--- config.mk ---
export PLATFORM = sky130hd
export DESIGN_NAME = jtag_slave_tap_port
export DESIGN_NICKNAME = d
export VERILOG_FILES = /design/src/verilog/jtag_tap_pkg.sv /design/src/verilog/jtag_slave_tap_port.sv
export SDC_FILE = /design/constraint.sdc
export NUM_CORES = 1
export LEC_CHECK = 0
export ABC_AREA = 1
export BUFFER_PORTS_ARGS = -buffer_cell sky130_fd_sc_hd__buf_2
export CORE_MARGIN = 4
export CORE_UTILIZATION = 55
export CTS_BUF_LIST = sky130_fd_sc_hd__clkbuf_4
export DETAILED_ROUTE_END_ITERATION = 10
export PLACE_DENSITY = 0.79
export SYNTH_ARGS = -nofsm -noshare
export SYNTH_HDL_FRONTEND = slang
export SYNTH_SLANG_ARGS = --single-unit
--- constraint.sdc ---
create_clock -name core_clk -period 5.3 [get_ports core_clk]
set_clock_uncertainty 0.1 [all_clocks]
set_input_delay 0 -clock core_clk [delete_from_list [all_inputs] [get_ports core_clk]]
set_output_delay 0 -clock core_clk [all_outputs]
set_load 0.01 [all_outputs]
--- src/verilog/jtag_tap_pkg.sv ---
/*
 * Shared constants and types for the JTAG slave test access port.
 * Assumes a single core clock domain that oversamples every JTAG pin except test_reset_n, which acts asynchronously.
 */
package jtag_tap_pkg;

    // =========================================================
    // Widths
    // =========================================================
    localparam int IR_WIDTH = 8;          // Instruction length
    localparam int DATA_WIDTH = 128;      // Data buffer length
    localparam int SYNC_WIDTH = 7;        // Pins passed through the synchroniser

    // =========================================================
    // Instruction codes and capture patterns
    // =========================================================
    localparam logic [IR_WIDTH-1:0] IR_BYPASS = 8'hFF;    // All-ones selects bypass
    localparam logic [IR_WIDTH-1:0] IR_CAPTURE = 8'h01;   // Loaded on Capture-IR

    // =========================================================
    // Synchroniser bit positions
    // =========================================================
    localparam int SYNC_TCK = 0;
    localparam int SYNC_TMS = 1;
    localparam int SYNC_TMS_DRV = 2;
    localparam int SYNC_TDI = 3;
    localparam int SYNC_TDI_DRV = 4;
    localparam int SYNC_SEL = 5;
    localparam int SYNC_AUX_TDO = 6;

    // =========================================================
    // TAP controller states, one-hot
    // =========================================================
    typedef enum logic [15:0] {
        S_TLR = 16'h0001,
        S_RTI = 16'h0002,
        S_SEL_DR = 16'h0004,
        S_CAP_DR = 16'h0008,
        S_SH_DR = 16'h0010,
        S_EX1_DR = 16'h0020,
        S_PA_DR = 16'h0040,
        S_EX2_DR = 16'h0080,
        S_UP_DR = 16'h0100,
        S_SEL_IR = 16'h0200,
        S_CAP_IR = 16'h0400,
        S_SH_IR = 16'h0800,
        S_EX1_IR = 16'h1000,
        S_PA_IR = 16'h2000,
        S_EX2_IR = 16'h4000,
        S_UP_IR = 16'h8000
    } tap_state_t;

    // =========================================================
    // Carriers toward the system controller
    // =========================================================
    typedef struct packed {
        logic valid;                      // One-cycle strobe
        logic [IR_WIDTH-1:0] code;        // Instruction to execute
    } command_t;

    typedef struct packed {
        logic valid;                      // One-cycle strobe
        logic [DATA_WIDTH-1:0] data;      // Buffer contents
    } data_xfer_t;

endpackage
--- src/verilog/jtag_slave_tap_port.sv ---
/*
 * JTAG slave test access port: TAP controller, 8-bit instruction register,
 * command register and 128-bit data buffer toward the system controller.
 * Assumes all JTAG pins are asynchronous to core_clk and that TCK runs far
 * slower than core_clk, so its edges are found by oversampling.
 */
`timescale 1ns/1ps

// Functional notes
// [RULE_01] Behaves as 1532-capable 1149.1 JTAG slave
// [RULE_02] Instruction to command register; data via buffer
// [RULE_03] Instruction register is eight bits long
// [RULE_04] Select high: fabric TAP; low: secondary TAP
// [RULE_05] Test reset low resets TAP asynchronously
// [RULE_06] Test reset also resets debug port
// [RULE_07] Undriven TDI and TMS read high
// [RULE_08] Unused port: system holds test reset low
// [RULE_09] Sixteen-state TAP; sample rising, drive falling
module jtag_slave_tap_port
    import jtag_tap_pkg::*;
(
    // Core clock and reset
    input wire logic core_clk,
    input wire logic reset,
    // JTAG pins
    input wire logic tck,
    input wire logic tms,
    input wire logic tms_driven,
    input wire logic tdi,
    input wire logic tdi_driven,
    input wire logic test_reset_n,
    input wire logic tap_select_pin,
    output logic tdo,
    output logic tdo_oe_n,
    // Secondary TAP
    input wire logic aux_tdo,
    output logic aux_selected,
    // Resets out
    output logic scan_reset,
    output logic serial_wire_debug_port_reset,
    // System controller side
    output command_t command,
    output data_xfer_t data_to_ctrl,
    input wire logic [DATA_WIDTH-1:0] data_from_ctrl
);

    // =========================================================
    // Declarations
    // =========================================================
    logic [SYNC_WIDTH-1:0] sync1;          // First synchroniser stage
    logic [SYNC_WIDTH-1:0] sync2;          // Second synchroniser stage
    logic tck_prev;                        // Delayed TCK for edge finding
    logic tck_rise;                        // TCK rising edge seen
    logic tck_fall;                        // TCK falling edge seen
    logic tms_eff;                         // TMS after pull-up
    logic tdi_eff;                         // TDI after pull-up
    logic fabric_sel;                      // Fabric TAP selected
    tap_state_t state;                     // TAP controller state
    logic [IR_WIDTH-1:0] ir;               // Active instruction
    logic [IR_WIDTH-1:0] ir_shift;         // Instruction shift stage
    logic [DATA_WIDTH-1:0] dbuf;           // Data buffer shift stage
    logic bypass_bit;                      // Bypass register
    logic is_bypass;                       // Active instruction is bypass

    // =========================================================
    // TAP next-state function
    // =========================================================
    function automatic tap_state_t next_tap(input tap_state_t cur, input logic m);
        case (cur)
            S_TLR: next_tap = m ? S_TLR : S_RTI;
            S_RTI: next_tap = m ? S_SEL_DR : S_RTI;
            S_SEL_DR: next_tap = m ? S_SEL_IR : S_CAP_DR;
            S_CAP_DR: next_tap = m ? S_EX1_DR : S_SH_DR;
            S_SH_DR: next_tap = m ? S_EX1_DR : S_SH_DR;
            S_EX1_DR: next_tap = m ? S_UP_DR : S_PA_DR;
            S_PA_DR: next_tap = m ? S_EX2_DR : S_PA_DR;
            S_EX2_DR: next_tap = m ? S_UP_DR : S_SH_DR;
            S_UP_DR: next_tap = m ? S_SEL_DR : S_RTI;
            S_SEL_IR: next_tap = m ? S_TLR : S_CAP_IR;
            S_CAP_IR: next_tap = m ? S_EX1_IR : S_SH_IR;
            S_SH_IR: next_tap = m ? S_EX1_IR : S_SH_IR;
            S_EX1_IR: next_tap = m ? S_UP_IR : S_PA_IR;
            S_PA_IR: next_tap = m ? S_EX2_IR : S_PA_IR;
            S_EX2_IR: next_tap = m ? S_UP_IR : S_SH_IR;
            S_UP_IR: next_tap = m ? S_SEL_DR : S_RTI;
            default: next_tap = S_TLR;
        endcase
    endfunction

    // =========================================================
    // Pin synchroniser and edge finding
    // =========================================================
    // Two flops per pin; only the second stage feeds logic
    always_ff @(posedge core_clk) begin
        if (reset) begin
            sync1 <= '0;
            sync2 <= '0;
        end else begin
            sync1 <= {aux_tdo, tap_select_pin, tdi_driven, tdi, tms_driven, tms, tck};
            sync2 <= sync1;
        end
    end

    // Previous TCK level
    always_ff @(posedge core_clk) begin
        if (reset) begin
            tck_prev <= 1'b0;
        end else begin
            tck_prev <= sync2[SYNC_TCK];
        end
    end

    assign tck_rise = sync2[SYNC_TCK] & ~tck_prev;   // [RULE_09]
    assign tck_fall = ~sync2[SYNC_TCK] & tck_prev;   // [RULE_09]
    // Weak pull-ups on undriven inputs
    assign tms_eff = sync2[SYNC_TMS_DRV] ? sync2[SYNC_TMS] : 1'b1;   // [RULE_07]
    assign tdi_eff = sync2[SYNC_TDI_DRV] ? sync2[SYNC_TDI] : 1'b1;   // [RULE_07]
    assign fabric_sel = sync2[SYNC_SEL];   // [RULE_04]
    assign is_bypass = (ir == IR_BYPASS);
    assign aux_selected = ~fabric_sel;   // [RULE_04]

    // =========================================================
    // TAP controller state
    // =========================================================
    // Test reset acts without any clock edge from TCK
    always_ff @(posedge core_clk or negedge test_reset_n) begin
        if (!test_reset_n) begin
            state <= S_TLR;   // [RULE_05]
        end else if (reset || !fabric_sel) begin
            state <= S_TLR;   // [RULE_04]
        end else if (tck_rise) begin
            state <= next_tap(state, tms_eff);   // [RULE_09] [RULE_01]
        end
    end

    // Reset outputs toward boundary scan and debug port
    always_ff @(posedge core_clk or negedge test_reset_n) begin
        if (!test_reset_n) begin
            scan_reset <= 1'b1;   // [RULE_05]
            serial_wire_debug_port_reset <= 1'b1;   // [RULE_06]
        end else if (reset) begin
            scan_reset <= 1'b1;
            serial_wire_debug_port_reset <= 1'b0;
        end else begin
            scan_reset <= (state == S_TLR);
            serial_wire_debug_port_reset <= 1'b0;
        end
    end

    // =========================================================
    // Instruction register and command strobe
    // =========================================================
    // Capture and shift on rising TCK, update on falling TCK
    always_ff @(posedge core_clk or negedge test_reset_n) begin
        if (!test_reset_n) begin
            ir <= IR_BYPASS;
            ir_shift <= IR_CAPTURE;
            command <= '0;
        end else if (reset || state == S_TLR) begin
            ir <= IR_BYPASS;
            ir_shift <= IR_CAPTURE;
            command <= '0;
        end else begin
            command.valid <= 1'b0;
            if (tck_rise && state == S_CAP_IR) begin
                ir_shift <= IR_CAPTURE;   // [RULE_03]
            end else if (tck_rise && state == S_SH_IR) begin
                ir_shift <= {tdi_eff, ir_shift[IR_WIDTH-1:1]};   // [RULE_03]
            end
            if (tck_fall && state == S_UP_IR) begin
                ir <= ir_shift;
                command.valid <= 1'b1;   // [RULE_02]
                command.code <= ir_shift;   // [RULE_02]
            end
        end
    end

    // =========================================================
    // Data buffer, bypass and data strobe
    // =========================================================
    always_ff @(posedge core_clk or negedge test_reset_n) begin
        if (!test_reset_n) begin
            dbuf <= '0;
            bypass_bit <= 1'b0;
            data_to_ctrl <= '0;
        end else if (reset) begin
            dbuf <= '0;
            bypass_bit <= 1'b0;
            data_to_ctrl <= '0;
        end else begin
            data_to_ctrl.valid <= 1'b0;
            if (tck_rise && state == S_CAP_DR) begin
                bypass_bit <= 1'b0;
                if (!is_bypass) begin
                    dbuf <= data_from_ctrl;   // [RULE_02]
                end
            end else if (tck_rise && state == S_SH_DR) begin
                if (is_bypass) begin
                    bypass_bit <= tdi_eff;
                end else begin
                    dbuf <= {tdi_eff, dbuf[DATA_WIDTH-1:1]};   // [RULE_02]
                end
            end
            if (tck_fall && state == S_UP_DR && !is_bypass) begin
                data_to_ctrl.valid <= 1'b1;   // [RULE_02]
                data_to_ctrl.data <= dbuf;   // [RULE_02]
            end
        end
    end

    // =========================================================
    // TDO driver
    // =========================================================
    // Fabric TAP drives only in shift states, on falling TCK
    always_ff @(posedge core_clk or negedge test_reset_n) begin
        if (!test_reset_n) begin
            tdo <= 1'b0;
            tdo_oe_n <= 1'b1;
        end else if (reset) begin
            tdo <= 1'b0;
            tdo_oe_n <= 1'b1;
        end else if (!fabric_sel) begin
            tdo <= sync2[SYNC_AUX_TDO];   // [RULE_04]
            tdo_oe_n <= 1'b0;
        end else if (state == S_TLR) begin
            // Parked TAP releases TDO, also once the secondary TAP lets go
            tdo_oe_n <= 1'b1;   // [RULE_04]
        end else if (tck_fall) begin
            if (state == S_SH_IR) begin
                tdo <= ir_shift[0];   // [RULE_09]
                tdo_oe_n <= 1'b0;
            end else if (state == S_SH_DR) begin
                tdo <= is_bypass ? bypass_bit : dbuf[0];   // [RULE_09]
                tdo_oe_n <= 1'b0;
            end else begin
                tdo_oe_n <= 1'b1;
            end
        end
    end

    // =========================================================
    // Assertions
    // =========================================================
    a_tap_reset_hold: assert property (  // [RULE_05]
        @(posedge core_clk) disable iff (reset) !test_reset_n |-> state == S_TLR)
        else $error("TAP not in reset while test reset low");

    a_debug_reset: assert property (  // [RULE_06]
        @(posedge core_clk) disable iff (reset)
        !test_reset_n |-> serial_wire_debug_port_reset && scan_reset)
        else $error("Debug port not reset with test reset");

    a_aux_select: assert property (  // [RULE_04]
        @(posedge core_clk) disable iff (reset || !test_reset_n)
        !fabric_sel |-> aux_selected ##1 (state == S_TLR && !tdo_oe_n))
        else $error("Secondary TAP select not honoured");

    a_state_onehot: assert property (  // [RULE_09]
        @(posedge core_clk) disable iff (reset) $onehot(state))
        else $error("TAP state not one-hot");

    a_move_on_rise: assert property (  // [RULE_09]
        @(posedge core_clk) disable iff (reset || !test_reset_n)
        $changed(state) && $past(fabric_sel) && fabric_sel |-> $past(tck_rise))
        else $error("TAP state moved without TCK rise");

    a_pullup_tms: assert property (  // [RULE_07]
        @(posedge core_clk) disable iff (reset || !test_reset_n || !fabric_sel)
        tck_rise && !sync2[SYNC_TMS_DRV] && state == S_RTI |=> state == S_SEL_DR)
        else $error("Undriven TMS not read as high");

    a_ir_capture: assert property (  // [RULE_03]
        @(posedge core_clk) disable iff (reset || !test_reset_n || !fabric_sel)
        tck_rise && state == S_CAP_IR |=> ir_shift == IR_CAPTURE)
        else $error("Capture-IR pattern wrong");

    a_cmd_strobe: assert property (  // [RULE_02]
        @(posedge core_clk) disable iff (reset || !test_reset_n)
        command.valid |-> $past(state) == S_UP_IR && command.code == ir ##1 !command.valid)
        else $error("Command strobe misplaced");

    a_data_strobe: assert property (  // [RULE_02]
        @(posedge core_clk) disable iff (reset || !test_reset_n)
        data_to_ctrl.valid |-> $past(state) == S_UP_DR && !is_bypass ##1 !data_to_ctrl.valid)
        else $error("Data strobe misplaced");

    a_tdo_shift: assert property (  // [RULE_09]
        @(posedge core_clk) disable iff (reset || !test_reset_n || !fabric_sel)
        $fell(tdo_oe_n) |-> $past(tck_fall) && ($past(state) == S_SH_DR || $past(state) == S_SH_IR))
        else $error("TDO enabled outside shift");

endmodule

==> flow_summary.json, run 1 <==
{
  "drt_first_pass_iters": 6,
  "clkLatencyLatePin_ns": 0.69,
  "yosys-top-cells-count": "942 x nand2_1, 290 x dfrtp_1, 278 x nand3_1",
  "drtIter0Drc": 1607,
  "syn-num-nets": 2008,
  "ir_drop_uv": 182,
  "cpPeakStageDelay_ns": 0.78,
  "dieHeight_um": 171,
  "critical_path_buf_inv_count": 3,
  "rsz0062_at_grt": "no",
  "port_buffers": 280,
  "cts_max_path_buffers": 3,
  "path_clk_slew_ns": 0.08,
  "synth_edf_count": 0,
  "hold_viol_final": 0,
  "antenna_found_initial": 3,
  "vias_per_cell": 5.45,
  "synth.area.mux_share_pct": 0,
  "arrival_ns": 4.11,
  "vias": 14600,
  "setup_viol": 0,
  "cp_common_cell": "nand2_2",
  "seq_area_um2": 7900,
  "grtUsageTotal_pct": 29.9,
  "avgSynthCellArea_um2": 7.81,
  "hp-class": "input pin to flop",
  "cts_root_buffer": "clkbuf_4",
  "drc_errors": 0,
  "worst_slew_pin_slew_ns": 1.04,
  "fmax_mhz": 277,
  "synthMostInstantiatedCell": "nand2_1",
  "dieArea_um2": 29200,
  "htreeDepth": 3,
  "ys.flop_type": "dfrtp_1",
  "drive_gt1_share_pct": 20.1,
  "status": "finished clean",
  "worst_ep_required_time_ns": 5.80,
  "coreArea_um2": 26100,
  "wl_per_cell_um": 16.4,
  "ios": 281,
  "overflow": 0,
  "path_class": "flop to flop",
  "cts_sinks": 318,
  "grt_pass1_vias": 14500,
  "hpwl_um": 24400,
  "r2r-start": "state[8]",
  "synth-compound-area-share_pct": 1.95,
  "synth-xor-area-share_pct": 0,
  "max_slew_margin_pct": 30.6,
  "wl_um": 44100,
  "ant_nets": 0,
  "syn-cell-area_um2": 14600,
  "synth_top_area_share_pct": 49.7,
  "leakage_uw": 0.0108,
  "yosysWarnings": 0,
  "yosysSeqAreaShare_pct": 54.1,
  "start_util_pct": 56.0,
  "rows": 59,
  "slowest_stage": "buf_4",
  "setup.worst_path.start_class": "flop",
  "synth.area.top_cells": "dfrtp_1 50%, nand2_1 24%, nand3_1 9.5%, dfstp_2 2.3%, dfxtp_1 2.1%",
  "worstHoldStart": "data_from_ctrl[92]",
  "crit_chain": "nor2_2 > nand2_2 > nor2_8 > nand3b_1 > nand2_2 > nand2_2 > nor2_4 > buf_4 > buf_4 > o21ai_1 > dlygate4sd3_1 > nand2_1",
  "final_nets": 2423,
  "synth_top_area_cell": "dfrtp_1",
  "place_congestion": 0.840,
  "grt_max_degree": 165,
  "synth_fa_ha_area_share_pct": 0,
  "drv_cap": 0,
  "die_w_um": 171,
  "totalPowerFinal_uw": 4950,
  "critical_path.max_fanout": 84,
  "numCtsBuffers": 82,
  "nFillCells": 2001,
  "tns_ns": 0,
  "area_delta_synth_final_pct": 27.0,
  "crit_path_start": "state[8]",
  "power_per_cell_area_nw_per_um2": 267,
  "grt_pass1_wl_um": 71900,
  "cts_tree": "done",
  "synthArstFlopShare_pct": 95.3,
  "crit_family": "buffers and inverters",
  "fin_crit_ns": 3.61,
  "yosys.area_share.simple_pct": 37.4,
  "synth_cells": 1870,
  "min_period_over_period_pct": 68.1,
  "synth_top_family_by_area": "simple AND/OR/NAND/NOR gates",
  "ys_types": 32,
  "final_max_slew_viol_count": 0,
  "cts_resized": 0,
  "multi_input_area_um2": 5790,
  "endpoint_kind": "flop",
  "ys_seq_elements": 318
}
-- worst min-delay path, delay by kind of cell --
family	cells	cell delay [ns]
buffers and inverters	2	0.61
and+or+nand+nor	4	0.22
-- power breakdown --
part / total, uW / internal (uW) / switching [uW]
Clock: 2240 / 1220 / 1020
Combinational: 273 / 124 / 150
Sequential: 2440 / 2430 / 3.14
Total: 4950 / 3780 / 1170
-- flip-flops by register name (all words and copies together) (netlist names) --
signal	count
bypass_bit	1
command	9
data_to_ctrl	129
dbuf	128
ir	8
ir_shift	8
scan_reset	1
serial_wire_debug_port_reset	1
state	16
sync1	7
sync2	7
tck_prev	1
tdo	1
tdo_oe_n	1
-- logic make-up after synthesis --
group                  after synthesis
AO/OA/AOI/OAI                       54
buffers and inverters              179
flip-flops                         318
other                                1
AND/OR/NAND/NOR                   1318
-- final cells by class --
class | instances | share of cell area (%)
flip-flops and latches | 318 | 42.6
multi-input cells | 1373 | 31.2
repair buffers | 446 | 16.6
clock buffers | 125 | 5.06
well taps | 335 | 2.26
inverters | 64 | 1.34
clock inverters | 22 | 0.883
diodes | 3 | 0.0405
-- per-layer routing --
layer	global-route usage (%)	share of wire (%)
met3	6.15	9.2
met1	40.6	40
met2	47.0	47
met4	13.4	3.7
met5	0	0.030
-- timing repair --
item | 4_1_cts | 5_1_grt
hold endpoints to repair | 373 | 0
setup buffers | 0 | 0
hold buffers | 154 | 0
-- cells in the final DEF, fill, tap and decap left out, types with 2 or more instances in the layout --
master         count
nand2_1          941
nand3_1          277
nor2_8             2
o21ai_0           22
nor2_1            53
nor3_1             4
o22ai_1            6
nand4_1            9
o21ai_2            2
dfstp_2           13
nor2_2             8
inv_2              4
a21oi_1           16
nand3b_1           3
clkbuf_4         125
clkinv_1          15
dfrtp_1          290
inv_1             61
dlygate4sd3_1    153
nor2_4             5
nand2_2            6
buf_2            279
clkinv_2           2
o21ai_1            8
or2_2              2
buf_4             10
buf_12             2
nand2_4            2
bufinv_16          3
nor4_1             2
diode_2            3
dfxtp_1           15
-- path summary, 6_finish.rpt --
path / end / slack, ns / cells past startpoint
worst max register to register: dbuf[127] / 1.69 / 12
worst min-delay path: dbuf[92] / 0.07 / 6
min in group asynchronous: ir[4] / 0.39 / 3
worst min register to register: sync2[0] / 0.31 / 2
max in group asynchronous: state[2] / 3.73 / 4
worst max-delay path: dbuf[127] / 1.69 / 12
-- per-stage QoR --
| step | cells | hold slack, ns | setup WS, ns | area (um^2) | utilization (%) |
|---|---|---|---|---|---|
| after global placement | 2382 | -0.0880 | 2.25 | 15900 | 61.0 |
| after global routing | 2685 | 0.0754 | 1.45 | 18600 | 71.2 |
| after floorplan | 1870 | -0.396 | 3.46 | 14600 | - |
| after detailed placement | 2382 | -0.0850 | 2.14 | 15900 | 61.0 |
| final | 2686 | 0.0729 | 1.69 | 18600 | 71.2 |
| after CTS | 2683 | 0.0149 | 1.69 | 18500 | 71.2 |
Note: power is estimated with default switching activity, not from simulation.
==> run 2: changes to the inputs <==
--- a/config.mk
+++ b/config.mk
@@ -5,7 +5,7 @@
 export SDC_FILE = /design/constraint.sdc
 export NUM_CORES = 1
 export LEC_CHECK = 0
-export ABC_AREA = 1
+export ABC_AREA = 0
 export BUFFER_PORTS_ARGS = -buffer_cell sky130_fd_sc_hd__buf_2
 export CORE_MARGIN = 4
 export CORE_UTILIZATION = 55
==> constraint.sdc (replaced) <==
create_clock -name core_clk -period 3.65 [get_ports core_clk]
set_clock_uncertainty 0.1 [all_clocks]
set_input_delay 0 -clock core_clk [delete_from_list [all_inputs] [get_ports core_clk]]
set_output_delay 0 -clock core_clk [all_outputs]
set_load 0.01 [all_outputs]
==> flow_summary.json, run 2 <==
{
  "port_buffers": 280,
  "max_slew_margin_pct": 26.4,
  "drtIter0Drc": 976,
  "syn-num-nets": 1407,
  "area_delta_synth_final_pct": 29.5,
  "top_regs": "data_to_ctrl x129, dbuf x128, state x16",
  "multi_input_area_um2": 5860,
  "final_max_slew_viol_count": 0,
  "fmax_mhz": 309,
  "die_w_um": 170,
  "cts_setup_buffers": 0,
  "pre_cts_slack_ns": 0.644,
  "seq_area_um2": 7900,
  "hpwl_um": 23500,
  "setup.worst_path.start_class": "flop",
  "place_area_um2": 15900,
  "layout_commonest_cell": "dfrtp_1",
  "layout_setup_ws_ns": 0.415,
  "worst_slew_pin_slew_ns": 1.10,
  "ir_drop_uv": 287,
  "synth_top_area_cell": "dfrtp_1",
  "yosys-top-cells-count": "290 x dfrtp_1, 276 x nand2_1, 146 x a22o_1",
  "overflow": 0,
  "dieHeight_um": 170,
  "rsz0062_at_grt": "no",
  "ios": 281,
  "tns_ns": 0,
  "final_cell_mix": "290 x dfrtp_1, 279 x buf_2, 276 x nand2_1",
  "yosysWarnings": 0,
  "dieArea_um2": 29000,
  "ys_seq_elements": 318,
  "cts_sinks": 318,
  "leakage_uw": 0.00897,
  "final_nets": 1860,
  "crit_family": "simple AND/OR/NAND/NOR gates",
  "holdWs_ns": 0.0652,
  "hold_viol_final": 0,
  "arrival_ns": 3.68,
  "antenna_found_initial": 3,
  "synth_edf_count": 0,
  "coreArea_um2": 26000,
  "clkLatencyLatePin_ns": 0.67,
  "grt_pass1_wl_um": 66000,
  "endpoint_kind": "flop",
  "grt_pass1_vias": 12700,
  "synthMostInstantiatedCell": "dfrtp_1",
  "status": "finished clean",
  "vias_per_cell": 5.82,
  "grtUsageTotal_pct": 27.9,
  "power_per_cell_area_nw_per_um2": 378,
  "cts_max_path_buffers": 3,
  "cts_root_buffer": "clkbuf_4",
  "drc_errors": 0,
  "fin_crit_ns": 3.24,
  "drive_gt1_share_pct": 29.9,
  "hp-class": "input pin to flop",
  "cts_tree": "done",
  "worst_ep_required_time_ns": 4.09,
  "critical_path_buf_inv_count": 2,
  "nFillCells": 1726,
  "path_class": "flop to flop",
  "wl_per_cell_um": 19.6,
  "crit_chain": "nor4_1 > nand2_1 > nor3_2 > buf_12 > mux2i_1 > dlygate4sd3_1 > mux2_4",
  "numCtsBuffers": 81,
  "top_register": "data_to_ctrl",
  "synthArstFlopShare_pct": 95.3,
  "critical_path.max_fanout": 49,
  "start_util_pct": 55.7,
  "avgSynthCellArea_um2": 11.4,
  "drt_first_pass_iters": 5,
  "largest_reg_flops": 129,
  "drv_cap": 0,
  "rows": 59,
  "synth_top_area_share_pct": 50.2,
  "place_congestion": 0.872,
  "path_clk_slew_ns": 0.08,
  "grt_max_degree": 109,
  "vias": 12300,
  "min_period_over_period_pct": 88.6,
  "ys_types": 53,
  "htreeDepth": 3,
  "stdcell_area_um2": 18700,
  "synth_cells": 1269,
  "setup_viol": 0,
  "yosysSeqAreaShare_pct": 54.6,
  "cpPeakStageDelay_ns": 0.58,
  "ys.flop_type": "dfrtp_1",
  "synth.area.top_cells": "dfrtp_1 50%, a22o_1 8.8%, nand2_1 7.2%, mux2_4 6.2%, mux2i_1 5.2%",
  "syn-cell-area_um2": 14500,
  "wl_um": 41500,
  "ant_nets": 0,
  "slowest_stage": "dlygate4sd3_1"
}
run 2: cell count changes in the layout (fill, tap and decap cells not counted), sizes merged, moves of 55 or more:
| cell | before | now |
|---|---|---|
| nand2 | 949 | 276 |
| nand3 | 279 | 8 |
| a22o | 0 | 146 |
| mux2 | 0 | 75 |
| mux2i | 0 | 75 |
| inv | 66 | 9 |
| a311oi | 0 | 55 |
run 2: through the flow:
step           total power (uW)  util [%]  instances
2_1_floorplan              3740         -       1269
3_3_place_gp               3920      61.1       1792
3_5_place_dp               3920      61.1       1792
4_1_cts                    7130      72.1       2113
5_1_grt                    7380      72.1       2116
6_report                   7080      72.1       2116
run 2: final timing paths:
kind,endpoint,from,cells after the start,slack (ns)
worst max-delay path,dbuf[18],state[5],7,0.41
worst min-delay path,dbuf[78],data_from_ctrl[78],4,0.07
worst max register to register,dbuf[18],state[5],7,0.41
worst min register to register,sync2[0],sync1[0],1,0.32
max in group asynchronous,data_to_ctrl[69],test_reset_n,4,2.54
min in group asynchronous,ir[6],test_reset_n,3,0.38
run 2: worst reg2reg max path, delay by kind of cell (launching register included):
kind / cells / cell delay, ns
and+or+nand+nor: 3 / 1.17
DFF: 1 / 0.48
muxes: 2 / 0.46
buffers and inverters: 2 / 0.93
run 2: per-layer routing:
metal  vias up  GRT usage, %  share of wire, %
li1       5478             -                 -
met1      6076          36.2                40
met2       651          45.6                48
met3       103          7.20               9.2
met4         0          10.7               3.1
met5         -             0                 0
run 2: cells by family after synthesis:
family	after synthesis	share of synthesized area (%)
buffers and inverters	118	5.05
muxes	150	12.6
AOI/OAI and AO/OA	241	14.2
xor gates and xnor gates	9	0.545
other	1	0.0259
and+or+nand+nor	432	13.0
DFF	318	54.6
run 2: what timing repair did:
| action | CTS | global route |
|---|---|---|
| hold buffers | 182 | 0 |
| endpoints found under the hold margin | 432 | 0 |
| gates resized for setup | 0 | 0 |
run 2: power by group:
group | internal, uW | switching [uW] | leakage, uW
sequential | 3530 | 5.53 | 0.00431
combinational | 228 | 243 | 0.00405
clock | 1620 | 1450 | 0.000611
total | 5380 | 1700 | 0.00897
run 2: cell type report:
type                    count  area share [%]
flip-flops and latches    318            42.2
multi-input cells         833            31.3
repair buffers            481            18.6
clock buffers             117            4.69
well taps                 335            2.24
clock inverters            22           0.788
inverters                   7           0.154
diodes                      3          0.0401
